**src/include/qpd_pkg.sv**
```systemverilog
package qpd_pkg;
   // ----------------------------------------
   // Trigger modes
   // ----------------------------------------
   localparam logic [1:0] TRIG_OFF = 2'h0;
   localparam logic [1:0] TRIG_RISE = 2'h1;
   localparam logic [1:0] TRIG_FALL = 2'h2;
   // ----------------------------------------
   // Flag bit positions
   // ----------------------------------------
   localparam int FLG_MARK = 0;
   localparam int FLG_TURN = 1;
   localparam int FLG_WDOG = 2;
   localparam int FLG_CMP = 3;
   localparam int FLG_ROVR = 4;
   localparam int FLG_RUND = 5;
   localparam int NUM_FLAGS = 6;
   // ----------------------------------------
   // Filter and reset constants
   // ----------------------------------------
   localparam logic [3:0] FILT_MIN_SAMPLES = 4'h3;
   localparam logic [15:0] POS_RESET = 16'h0000;
   localparam logic [31:0] CMP_RESET = 32'hFFFFFFFF;
endpackage

```
**src/include/qpd_filt_if.sv**
```systemverilog
`timescale 1ns/10ps
interface qpd_filt_if;
   logic sample;
   logic [2:0] count;
   logic raw;
   logic filt;
   modport ctrl (output sample, output count, output raw, input filt);
   modport filt_end (input sample, input count, input raw, output filt);
endinterface

```
**src/rtl/qpd_decoder.sv**
```systemverilog
`timescale 1ns/10ps
module qpd_decoder
(
   // Clock and reset
   input wire logic clk_in,
   input wire logic arst_n_in,
   // Encoder inputs
   input wire logic quad_chan_a_in,
   input wire logic quad_chan_b_in,
   input wire logic marker_in,
   input wire logic turn_pulse_in,
   // Configuration
   input wire logic single_phase_in,
   input wire logic reverse_in,
   input wire logic [1:0] marker_trig_in,
   input wire logic [1:0] turn_trig_in,
   input wire logic cmp_on_read_in,
   input wire logic turn_on_modulus_in,
   input wire logic modulo_en_in,
   input wire logic [15:0] modulus_in,
   input wire logic [15:0] init_pos_in,
   input wire logic [15:0] compare_in,
   input wire logic [3:0] count_clk_div_exp_in,
   input wire logic [2:0] filter_clk_div_exp_in,
   input wire logic [2:0] filter_count_in,
   input wire logic [15:0] wdog_timeout_in,
   input wire logic wdog_en_in,
   input wire logic test_en_in,
   input wire logic test_negative_in,
   input wire logic [5:0] irq_enable_in,
   // Software accesses
   input wire logic read_counter_in,
   input wire logic [5:0] flag_clear_in,
   // Counter values
   output logic [15:0] position_out,
   output logic [15:0] position_hold_out,
   output logic [15:0] pos_diff_out,
   output logic [15:0] pos_diff_hold_out,
   output logic [15:0] turn_counter_out,
   output logic [15:0] turn_hold_out,
   // Timing values
   output logic [15:0] last_edge_time_out,
   output logic [15:0] last_edge_hold_out,
   output logic [15:0] period_out,
   output logic [15:0] period_buf_out,
   output logic [15:0] period_hold_out,
   // Status
   output logic [5:0] flags_out,
   output logic count_up_out,
   output logic [7:0] signal_status_out,
   output logic compare_hit_pulse_out,
   output logic irq_out
);
   // ----------------------------------------
   // Prescalers
   // ----------------------------------------
   logic [14:0] cclk_cnt_r;
   logic [6:0] fclk_cnt_r;
   logic count_tick;
   logic filt_tick;

   assign count_tick = (cclk_cnt_r & ((15'h1 << count_clk_div_exp_in) - 15'h1))
      == 15'h0;
   assign filt_tick = (fclk_cnt_r & ((7'h1 << filter_clk_div_exp_in) - 7'h1))
      == 7'h0;

   always_ff @(posedge clk_in or negedge arst_n_in)
   begin
      if (!arst_n_in)
      begin
         cclk_cnt_r <= 15'h0;
         fclk_cnt_r <= 7'h0;
      end
      else
      begin
         cclk_cnt_r <= cclk_cnt_r + 15'h1;
         fclk_cnt_r <= fclk_cnt_r + 7'h1;
      end
   end

   // ----------------------------------------
   // Self-test generator
   // ----------------------------------------
   logic [1:0] test_ph_r;
   always_ff @(posedge clk_in or negedge arst_n_in)
   begin
      if (!arst_n_in)
         test_ph_r <= 2'h0;
      else if (test_en_in && count_tick)
         test_ph_r <= test_negative_in ? test_ph_r - 2'h1
            : test_ph_r + 2'h1;
   end
   // Gray sequence from a binary phase counter
   logic test_a;
   logic test_b;
   assign test_a = test_ph_r[1];
   assign test_b = test_ph_r[1] ^ test_ph_r[0];

   // ----------------------------------------
   // Input filters
   // ----------------------------------------
   logic [3:0] raw_in;
   logic [3:0] filt;
   assign raw_in = {test_en_in ? test_a : quad_chan_a_in,
                    test_en_in ? test_b : quad_chan_b_in,
                    turn_pulse_in, marker_in};

   genvar gi;
   generate
      for (gi = 0; gi < 4; gi++)
      begin : g_filt
         qpd_filt_if fi ();
         assign fi.sample = filt_tick;
         assign fi.count = filter_count_in;
         assign fi.raw = raw_in[gi];
         assign filt[gi] = fi.filt;
         qpd_filter u_filt (.clk_in(clk_in), .arst_n_in(arst_n_in), .f(fi));
      end
   endgenerate

   // ----------------------------------------
   // Edge detection on filtered signals
   // ----------------------------------------
   logic [3:0] filt_d_r;
   always_ff @(posedge clk_in or negedge arst_n_in)
   begin
      if (!arst_n_in)
         filt_d_r <= 4'h0;
      else
         filt_d_r <= filt;
   end
   logic mark_rise, mark_fall, turn_rise, turn_fall, a_rise;
   assign mark_rise = filt[0] & ~filt_d_r[0];
   assign mark_fall = ~filt[0] & filt_d_r[0];
   assign turn_rise = filt[1] & ~filt_d_r[1];
   assign turn_fall = ~filt[1] & filt_d_r[1];
   assign a_rise = filt[3] & ~filt_d_r[3];

   logic mark_init, turn_init, init_pos;
   assign mark_init = (marker_trig_in == qpd_pkg::TRIG_RISE && mark_rise) ||
      (marker_trig_in == qpd_pkg::TRIG_FALL && mark_fall);
   assign turn_init = (turn_trig_in == qpd_pkg::TRIG_RISE && turn_rise) ||
      (turn_trig_in == qpd_pkg::TRIG_FALL && turn_fall);
   assign init_pos = mark_init | turn_init;

   // ----------------------------------------
   // Step decode
   // ----------------------------------------
   logic step, step_up;
   logic [1:0] prev_ab, cur_ab;
   assign prev_ab = {filt_d_r[3], filt_d_r[2]};
   assign cur_ab = {filt[3], filt[2]};
   always_comb
   begin
      step = 1'b0;
      step_up = 1'b0;
      if (single_phase_in)
      begin
         step = a_rise;
         step_up = ~filt[2] ^ reverse_in;
      end
      else
      begin
         // Quadrature: one valid single-bit change per step
         case ({prev_ab, cur_ab})
            4'b0001, 4'b0111, 4'b1110, 4'b1000:
            begin
               step = 1'b1;
               step_up = ~reverse_in;
            end
            4'b0010, 4'b1011, 4'b1101, 4'b0100:
            begin
               step = 1'b1;
               step_up = reverse_in;
            end
            default:
            begin
               step = 1'b0;
               step_up = 1'b0;
            end
         endcase
      end
   end

   // ----------------------------------------
   // Position, difference and turn counters
   // ----------------------------------------
   logic [15:0] pos_r, diff_r, turn_r;
   logic roll_over, roll_under, dir_r;
   assign roll_over = step && step_up && modulo_en_in && pos_r == modulus_in;
   assign roll_under = step && !step_up && modulo_en_in && pos_r == 16'h0;

   always_ff @(posedge clk_in or negedge arst_n_in)
   begin
      if (!arst_n_in)
         pos_r <= qpd_pkg::POS_RESET;
      else if (init_pos)
         pos_r <= init_pos_in;
      else if (roll_over)
         pos_r <= 16'h0;
      else if (roll_under)
         pos_r <= modulus_in;
      else if (step)
         pos_r <= step_up ? pos_r + 16'h1 : pos_r - 16'h1;
   end

   // Difference counter clears on read, so it measures motion between reads
   always_ff @(posedge clk_in or negedge arst_n_in)
   begin
      if (!arst_n_in)
         diff_r <= 16'h0;
      else if (read_counter_in)
         diff_r <= 16'h0;
      else if (step)
         diff_r <= step_up ? diff_r + 16'h1 : diff_r - 16'h1;
   end

   always_ff @(posedge clk_in or negedge arst_n_in)
   begin
      if (!arst_n_in)
         dir_r <= 1'b0;
      else if (step)
         dir_r <= step_up;
   end

   always_ff @(posedge clk_in or negedge arst_n_in)
   begin
      if (!arst_n_in)
         turn_r <= 16'h0;
      else if (turn_on_modulus_in)
      begin
         if (roll_over)
            turn_r <= turn_r + 16'h1;
         else if (roll_under)
            turn_r <= turn_r - 16'h1;
      end
      else if (turn_rise)
         turn_r <= dir_r ? turn_r + 16'h1 : turn_r - 16'h1;
   end

   // ----------------------------------------
   // Edge time and period measurement
   // ----------------------------------------
   logic [15:0] edge_time_r, period_r, period_buf_r;
   always_ff @(posedge clk_in or negedge arst_n_in)
   begin
      if (!arst_n_in)
         edge_time_r <= 16'h0;
      else if (step)
         edge_time_r <= 16'h0;
      else if (count_tick && edge_time_r != 16'hFFFF)
         edge_time_r <= edge_time_r + 16'h1;
   end
   // Period runs between difference reads; saturates instead of wrapping
   always_ff @(posedge clk_in or negedge arst_n_in)
   begin
      if (!arst_n_in)
      begin
         period_r <= 16'h0;
         period_buf_r <= 16'h0;
      end
      else if (read_counter_in)
      begin
         period_buf_r <= edge_time_r;
         period_r <= 16'h0;
      end
      else if (count_tick && period_r != 16'hFFFF)
         period_r <= period_r + 16'h1;
   end

   // ----------------------------------------
   // Snapshot holds on any counter read
   // ----------------------------------------
   always_ff @(posedge clk_in or negedge arst_n_in)
   begin
      if (!arst_n_in)
      begin
         position_hold_out <= 16'h0;
         pos_diff_hold_out <= 16'h0;
         turn_hold_out <= 16'h0;
         last_edge_hold_out <= 16'h0;
         period_hold_out <= 16'h0;
      end
      else if (read_counter_in)
      begin
         position_hold_out <= pos_r;
         pos_diff_hold_out <= diff_r;
         turn_hold_out <= turn_r;
         last_edge_hold_out <= edge_time_r;
         period_hold_out <= period_buf_r;
      end
   end

   always_ff @(posedge clk_in or negedge arst_n_in)
   begin
      if (!arst_n_in)
      begin
         position_out <= 16'h0;
         pos_diff_out <= 16'h0;
         turn_counter_out <= 16'h0;
         last_edge_time_out <= 16'h0;
         period_out <= 16'h0;
         period_buf_out <= 16'h0;
         count_up_out <= 1'b0;
         signal_status_out <= 8'h0;
      end
      else
      begin
         position_out <= pos_r;
         pos_diff_out <= diff_r;
         turn_counter_out <= turn_r;
         last_edge_time_out <= edge_time_r;
         period_out <= period_r;
         period_buf_out <= period_buf_r;
         count_up_out <= dir_r;
         signal_status_out <= {filt, raw_in};
      end
   end

   // ----------------------------------------
   // Watchdog, compare, flags and interrupt
   // ----------------------------------------
   logic [15:0] wdog_r;
   logic wdog_fire;
   assign wdog_fire = wdog_en_in && count_tick && wdog_r == wdog_timeout_in
      && wdog_timeout_in != 16'h0;
   always_ff @(posedge clk_in or negedge arst_n_in)
   begin
      if (!arst_n_in)
         wdog_r <= 16'h0;
      else if (step || !wdog_en_in || wdog_fire)
         wdog_r <= 16'h0;
      else if (count_tick)
         wdog_r <= wdog_r + 16'h1;
   end

   logic cmp_hit;
   logic cmp_eq_d_r;
   logic cmp_eq;
   assign cmp_eq = pos_r == compare_in;
   // Match pulses on arrival at the value, not for as long as it sits there
   assign cmp_hit = cmp_on_read_in ? read_counter_in
      : (cmp_eq && !cmp_eq_d_r);

   always_ff @(posedge clk_in or negedge arst_n_in)
   begin
      if (!arst_n_in)
      begin
         cmp_eq_d_r <= 1'b0;
         compare_hit_pulse_out <= 1'b0;
      end
      else
      begin
         cmp_eq_d_r <= cmp_eq;
         compare_hit_pulse_out <= cmp_hit;
      end
   end

   logic [5:0] events;
   assign events = {roll_under, roll_over, cmp_hit, wdog_fire,
                    turn_rise | turn_fall, mark_rise | mark_fall};

   // Set beats clear in the same cycle so no event is lost
   always_ff @(posedge clk_in or negedge arst_n_in)
   begin
      if (!arst_n_in)
         flags_out <= 6'h0;
      else
         flags_out <= events | (flags_out & ~flag_clear_in);
   end

   always_ff @(posedge clk_in or negedge arst_n_in)
   begin
      if (!arst_n_in)
         irq_out <= 1'b0;
      else
         irq_out <= |((events | (flags_out & ~flag_clear_in))
            & irq_enable_in);
   end

   // ----------------------------------------
   // Checks
   // ----------------------------------------
   a_snap_hold: assert property (@(posedge clk_in) disable iff (!arst_n_in)
      read_counter_in |=> position_hold_out == $past(pos_r)
         && turn_hold_out == $past(turn_r)) else $error("snapshot wrong");
   a_flag_sticky: assert property (@(posedge clk_in) disable iff (!arst_n_in)
      flags_out[0] && !flag_clear_in[0] |=> flags_out[0])
      else $error("flag dropped");
   a_irq_gate: assert property (@(posedge clk_in) disable iff (!arst_n_in)
      ##1 irq_out == |(flags_out & $past(irq_enable_in)))
      else $error("irq mismatch");
   a_cmp_read: assert property (@(posedge clk_in) disable iff (!arst_n_in)
      cmp_on_read_in && read_counter_in |=> compare_hit_pulse_out)
      else $error("read pulse missing");
   a_mark_init: assert property (@(posedge clk_in) disable iff (!arst_n_in)
      mark_init |=> pos_r == $past(init_pos_in))
      else $error("marker init failed");
   a_single_up: assert property (@(posedge clk_in) disable iff (!arst_n_in)
      single_phase_in && a_rise && !init_pos && !roll_over && !roll_under
      && !filt[2] && !reverse_in |=> pos_r == $past(pos_r) + 16'h1)
      else $error("single up failed");
   a_turn_mod: assert property (@(posedge clk_in) disable iff (!arst_n_in)
      turn_on_modulus_in && roll_over |=> turn_r == $past(turn_r) + 16'h1)
      else $error("turn roll failed");
   a_dir_track: assert property (@(posedge clk_in) disable iff (!arst_n_in)
      step |=> ##1 count_up_out == $past(step_up, 2))
      else $error("direction stale");
endmodule // qpd_decoder

```
**src/rtl/qpd_filter.sv**
```systemverilog
`timescale 1ns/10ps
module qpd_filter
(
   // Clock and reset
   input wire logic clk_in,
   input wire logic arst_n_in,
   // Filter port
   qpd_filt_if.filt_end f
);
   logic filt_r;
   logic [3:0] agree_r;

   // ----------------------------------------
   // Agreement counter
   // ----------------------------------------
   always_ff @(posedge clk_in or negedge arst_n_in)
   begin
      if (!arst_n_in)
      begin
         filt_r <= 1'b0;
         agree_r <= 4'h0;
      end
      else if (f.sample)
      begin
         if (f.raw == filt_r)
            agree_r <= 4'h0;
         else if (agree_r + 4'h1 >= {1'b0, f.count} + qpd_pkg::FILT_MIN_SAMPLES)
         begin
            filt_r <= f.raw;
            agree_r <= 4'h0;
         end
         else
            agree_r <= agree_r + 4'h1;
      end
   end
   assign f.filt = filt_r;

   a_filt_hold: assert property (@(posedge clk_in) disable iff (!arst_n_in)
      !f.sample |=> $stable(filt_r)) else $error("filter moved off sample");
endmodule // qpd_filter

```
**config.mk**
```make
export PLATFORM = sky130hd
export DESIGN_NAME = qpd_decoder
export DESIGN_NICKNAME = d
export VERILOG_FILES = /design/src/include/qpd_pkg.sv /design/src/include/qpd_filt_if.sv /design/src/rtl/qpd_decoder.sv /design/src/rtl/qpd_filter.sv
export SDC_FILE = /design/constraint.sdc
export NUM_CORES = 1
export LEC_CHECK = 0
export BUFFER_PORTS_ARGS = -buffer_cell sky130_fd_sc_hd__buf_2
export CAP_MARGIN = 0
export CORE_MARGIN = 1.5
export CORE_UTILIZATION = 60
export CTS_CLUSTER_SIZE = 10
export DETAILED_ROUTE_END_ITERATION = 7
export PLACE_DENSITY = 0.85
export RECOVER_POWER = 50
export SYNTH_ARGS = -nofsm -noshare
export SYNTH_HDL_FRONTEND = slang
export SYNTH_SLANG_ARGS = --single-unit
```
**constraint.sdc**
```tcl
create_clock -name clk_in -period 11.7 [get_ports clk_in]
set_input_delay 0.585 -clock clk_in [delete_from_list [all_inputs] [get_ports clk_in]]
set_output_delay 0.585 -clock clk_in [all_outputs]
set_load 0.005 [all_outputs]
```
**After elaboration in Yosys (flattened, before gate mapping)**

Cells that the tools add are included.

- Register bits after elaboration: 339
- Output and inout port bits: 193

- Add/subtract/negate cells: 20
- $lt $le $gt $ge: 4
- Eq/ne operators: 22
- Shifts and indexed selects: 2
- Mux-type cells: 35
- Bitwise operators: 27
- Reduce and logical (&&, ||, !) cells: 43

Operators by type and width:

| operator | number |
|---|---|
| 16-bit 2-to-1 mux | 19 |
| 16-bit by 1-bit adder with 16-bit output (second input constant) | 6 |
| 16-bit == test | 3 |
| 16-bit by 1-bit subtractor with 16-bit output (second input constant) | 3 |
| 4-bit 2-to-1 mux | 8 |
| 16-bit != test (second input constant) | 2 |
| 1-bit logical AND | 17 |
| 4-bit by 1-bit adder with 4-bit output (second input constant) | 4 |
| 4-bit == test (second input constant) | 4 |
| 4-bit >= comparator | 4 |
| 16-bit logical NOT | 1 |
| 16-bit nonzero test | 1 |
| 15-bit by 1-bit adder with 15-bit output (second input constant) | 1 |
| 15-bit AND | 1 |
| 15-bit logical NOT | 1 |
| 1-bit by 4-bit << shifter with 15-bit output (first input constant) | 1 |
| 15-bit by 1-bit subtractor with 15-bit output (second input constant) | 1 |
| 6-bit AND | 2 |
| 3-bit AND reduction | 4 |
| 1-bit inverter | 11 |
| 2-bit nonzero test | 5 |
| 4-bit by 3-bit == test with 1-bit output (second input constant) | 2 |
| 4-bit OR reduction | 2 |
| 8-bit OR reduction | 1 |
| other kinds (27) | 49 |

**Depth between registers and ports, before layout**

- Word-level depth: 11
- Gate-level depth with buffers: 15
- Gate-level depth less buffers: 13

**Cells and area by module**

From an unflattened synthesis, not the netlist that was laid out.

- Cell total of the unflattened synthesis: 1,436
- Area total of the unflattened synthesis: 15,896.5 µm²

Modules (own cells, without submodules):

| module | instances | cells each | area an instance (µm²) | sequential area each (µm²) |
|---|---|---|---|---|
| qpd_decoder | 1 | 1,272 | 14,360.0 | 7,882.6 |
| qpd_filter | 4 | 41 | 384.1 | 125.1 |

**Worst setup path before layout**

No wires, ideal clock.

- Path type: input-to-reg
- From: input single_phase_in
- To: register pos_r[13]
- Setup time: 121 ps
- Arrival: 3,691 ps
- Slack: 7,888 ps
- Cell stages on the path: 13
- Path buffers: 0
- Cell sequence: or3_1 a21o_1 a32oi_2 inv_2 ha_1 a211oi_1 o21ai_0 a2111oi_1 o31ai_1 a221oi_1 xor2_1 a21oi_1 a22o_1

- Longest elaborated chain between the ends: 8

Ends and longest elaborated chain:

| element | line | text |
|---|---|---|
| start: declaration | qpd_decoder.sv:13 | `input wire logic single_phase_in,` |
| 1-bit 2-to-1 mux | qpd_decoder.sv:157 | `if (single_phase_in)` |
| 1-bit logical NOT | qpd_decoder.sv:191 | `assign roll_under = step && !step_up && modulo_en_in && pos_r == 16'h0;` |
| 1-bit logical AND (3 in series) | qpd_decoder.sv:191 |  |
| 16-bit 2-to-1 mux | qpd_decoder.sv:201 | `else if (roll_under)` |
| 16-bit 2-to-1 mux | qpd_decoder.sv:199 | `else if (roll_over)` |
| 16-bit 2-to-1 mux | qpd_decoder.sv:197 | `else if (init_pos)` |
| end signal: assignment | qpd_decoder.sv:196 | `pos_r <= qpd_pkg::POS_RESET;` |
| end signal: assignment | qpd_decoder.sv:198 | `pos_r <= init_pos_in;` |
| end signal: assignment | qpd_decoder.sv:202 | `pos_r <= modulus_in;` |
| end: declaration | qpd_decoder.sv:188 | `logic [15:0] pos_r, diff_r, turn_r;` |

Several ways; a longest one is shown, not always the timed one. The select of a mux whose other input is x is not followed.
A chain may end at the register's enable or synchronous reset.

==> results.md <==
* Final hold violations at 0
* Maximum VDD drop at 0.000176 V
* Most frequent CP cell: buf_4
* Grt total ovfl at 0
* Starting density of the core at 0.616
* Avg WL per Cell at 19.0 um
* Top cell type by total area after synthesis: dfrtp_1
* Slowest cell on crit path: clkbuf_1
* Routed wl met3 at 2460 um
* Clk_lat worst skew at 0.51 ns
* F_max at 0.153 GHz
* Clock Tree Buf Depth at 3
* Max-Cap Viols at 2
* Setup CP Type: in2async
* R2r endpoint: pos_r[13]
* Total GRT Usage at 0.291
* Via density per instance at 5.90
* Post-synth top area share at 0.536
* Post-CTS Setup Inserts at 0
* RSZ-0062 raised after global routing: false
* Endpoints failing setup at 0
* Overall power at 4230 uW
* Worst min path class: in2reg
* Antenna Violating Nets Remaining at 0
* Io pins at 298
* Drt initial violations at 712
* Fillers at 1842
* Seq cells post-synth at 335
* Pre-Repair DR Iteration Count at 5
* Reg2reg setup slack at 6.62 ns
* Register area share after synthesis at 0.536
* Worst-path clk slew at 0.05 ns
* Worst path bufs/invs at 3
* Worst-path maximum fanout at 119
* Met2 Wirelength at 19400 um
* Power density over cell area at 231 mW/mm^2
* Unique masters post-synth at 75
* Critical path capture point type: async pin
* Die Y at 165 um
* Residual DRC at 0
* DR vias at 12043
* Die Wd at 165 um
* Htree depth at 2
* R2R Path Start: g_filt[2].u_filt.f.filt
* Violated checks: capacitance limit, slew limit
* Port bufs at 297
* CP Depth at 3
* Most frequent cells in the layout: dfrtp_1 (335), buf_2 (179), nand2_1 (120), clkbuf_1 (120), nor2_1 (102)
* Critical path's top delay family: buffers and inverters
* TNS Setup at 0 ns
* Synth Flop Type: dfrtp_1
* Reg2Reg Depth at 13
* Crit-path cells: clkbuf_1, buf_4, buf_4
* Fraction of layout cells with a size suffix above 1 at 0.192
* CTS sink cnt at 335
* Status: finished with violations
* Row count at 58
* Commonest non-fill, non-tap cell in the layout: dfrtp_1
* First-pass GRT wire length at 61800 um
* Synthesized area at 0.0157 sq mm
* Net Count, Synth at 1576
* Post-Synthesis Cells at 1408
* Avg Synthesized Cell Area at 11.1 sq um
* Vias in the first global route at 12055
* CTS tree: done
* Setup crit end: pos_diff_out[10]
* Final net count at 1873
* Max-slew violations at 169
* Synthesis warning total at 0
* Core area at 0.0254 sq mm
* Tightest Pin Transition at 6.41 ns
* Initial antenna violation count at 3
* Clock Skew at 0.0148 ns
* Top layer in use: met4
* Post-CTS resize count at 0
* Synthesis-to-layout area growth at 17.0%
* Ys async rst share at 1.00
* Number of flops mapped to enable cells by yosys at 0
* Largest net degree at the start of global routing at 120
* Fin crit share at 0.559
* LEAKAGE at 0.00897 uW
* CTS hold repair buffers at 0
* Worst Setup Start Kind: input pin
* Origin of the worst setup path: arst_n_in
* Min cycle time layout at 6.54 ns
* Largest stage delay on the critical path at 4.40 ns
* Cts bufs inserted at 39
* Final wirelength at 38800 um
* Ranking of synthesized cells by area: dfrtp_1 (54%), mux2_2 (6.1%), xor2_1 (5.3%), ha_1 (4.9%), xnor2_1 (3.8%)
* CP Data Arrival Time at 7.08 ns
* Required time of the critical path at 12.24 ns
* Slew margin rel. at -3.28
* Root Driver: clkbuf_16
* Post-Route M1 WL at 15500 um
* Placer Congestion at 0.909
* Full die area at 0.0271 sq mm
* Hpwl dp at 27000 um
## layout make-up
cell class	count	area, sq um	area share
antenna	3	7.51	0.000410
clock buffer	41	983	0.0537
multi-input combinational	980	6940	0.379
sequential	335	8380	0.458
timing repair buffer	307	1410	0.0772
clock inverter	2	13.8	0.000752
inverter	42	158	0.00861
tap	330	413	0.0226
## worst min path at each step
stage	start	to	slack [ns]	cells past startpoint
floorplan	arst_n_in	cclk_cnt_r[0]	0.29	0
global placement	last_edge_hold_out[8]	period_buf_out[8]	0.41	0
detailed placement	period_r[5]	period_out[5]	0.41	0
CTS	arst_n_in	period_hold_out[10]	0.19	1
global route	turn_pulse_in	signal_status_out[1]	0.24	1
finish	marker_in	signal_status_out[0]	0.27	1
## synthesized netlist by cell type (all sizes together), types with 21 or more instances
cell type and number:
a21o 21, a21oi 54, and3 28, clkbuf 39, dfrtp 335, ha 61
inv 42, mux2 85, nand2 120, nand3 40, nand4 37, nor2 102
nor3 21, o21ai 58, xnor2 68, xor2 94
## metal layers
metal,global-route usage,vias up
met1,0.360,5965
met5,0,-
met3,0.0545,110
met2,0.505,448
li1,-,5520
met4,0.113,0
## kinds of logic after synthesis
group,synth area share
simple gates,0.143
flops,0.536
compound gates,0.0903
xor+xnor,0.0922
buf+inv,0.0234
mux,0.0637
fa+ha+maj,0.0513
## power by group
group	internal, uW	total [uW]	switching (uW)
sequential	1400	1660	254
clock	589	1010	425
combinational	683	1560	879
## metrics by stage
step | cells | cell area [sq um] | util | hold WS, ns | setup slack (ns)
6_report | 2040 | 18300 | 0.721 | 0.268 | 5.16
5_1_grt | 2040 | 18300 | 0.721 | 0.237 | 3.86
4_1_cts | 2037 | 18500 | 0.727 | 0.191 | 6.61
3_5_place_dp | 1994 | 17500 | 0.688 | 0.413 | 6.42
3_3_place_gp | 1994 | 17500 | 0.688 | 0.406 | 6.68
2_1_floorplan | 1408 | 15700 | - | 0.289 | 7.89
No activity file was read; power rests on OpenSTA's default activity.
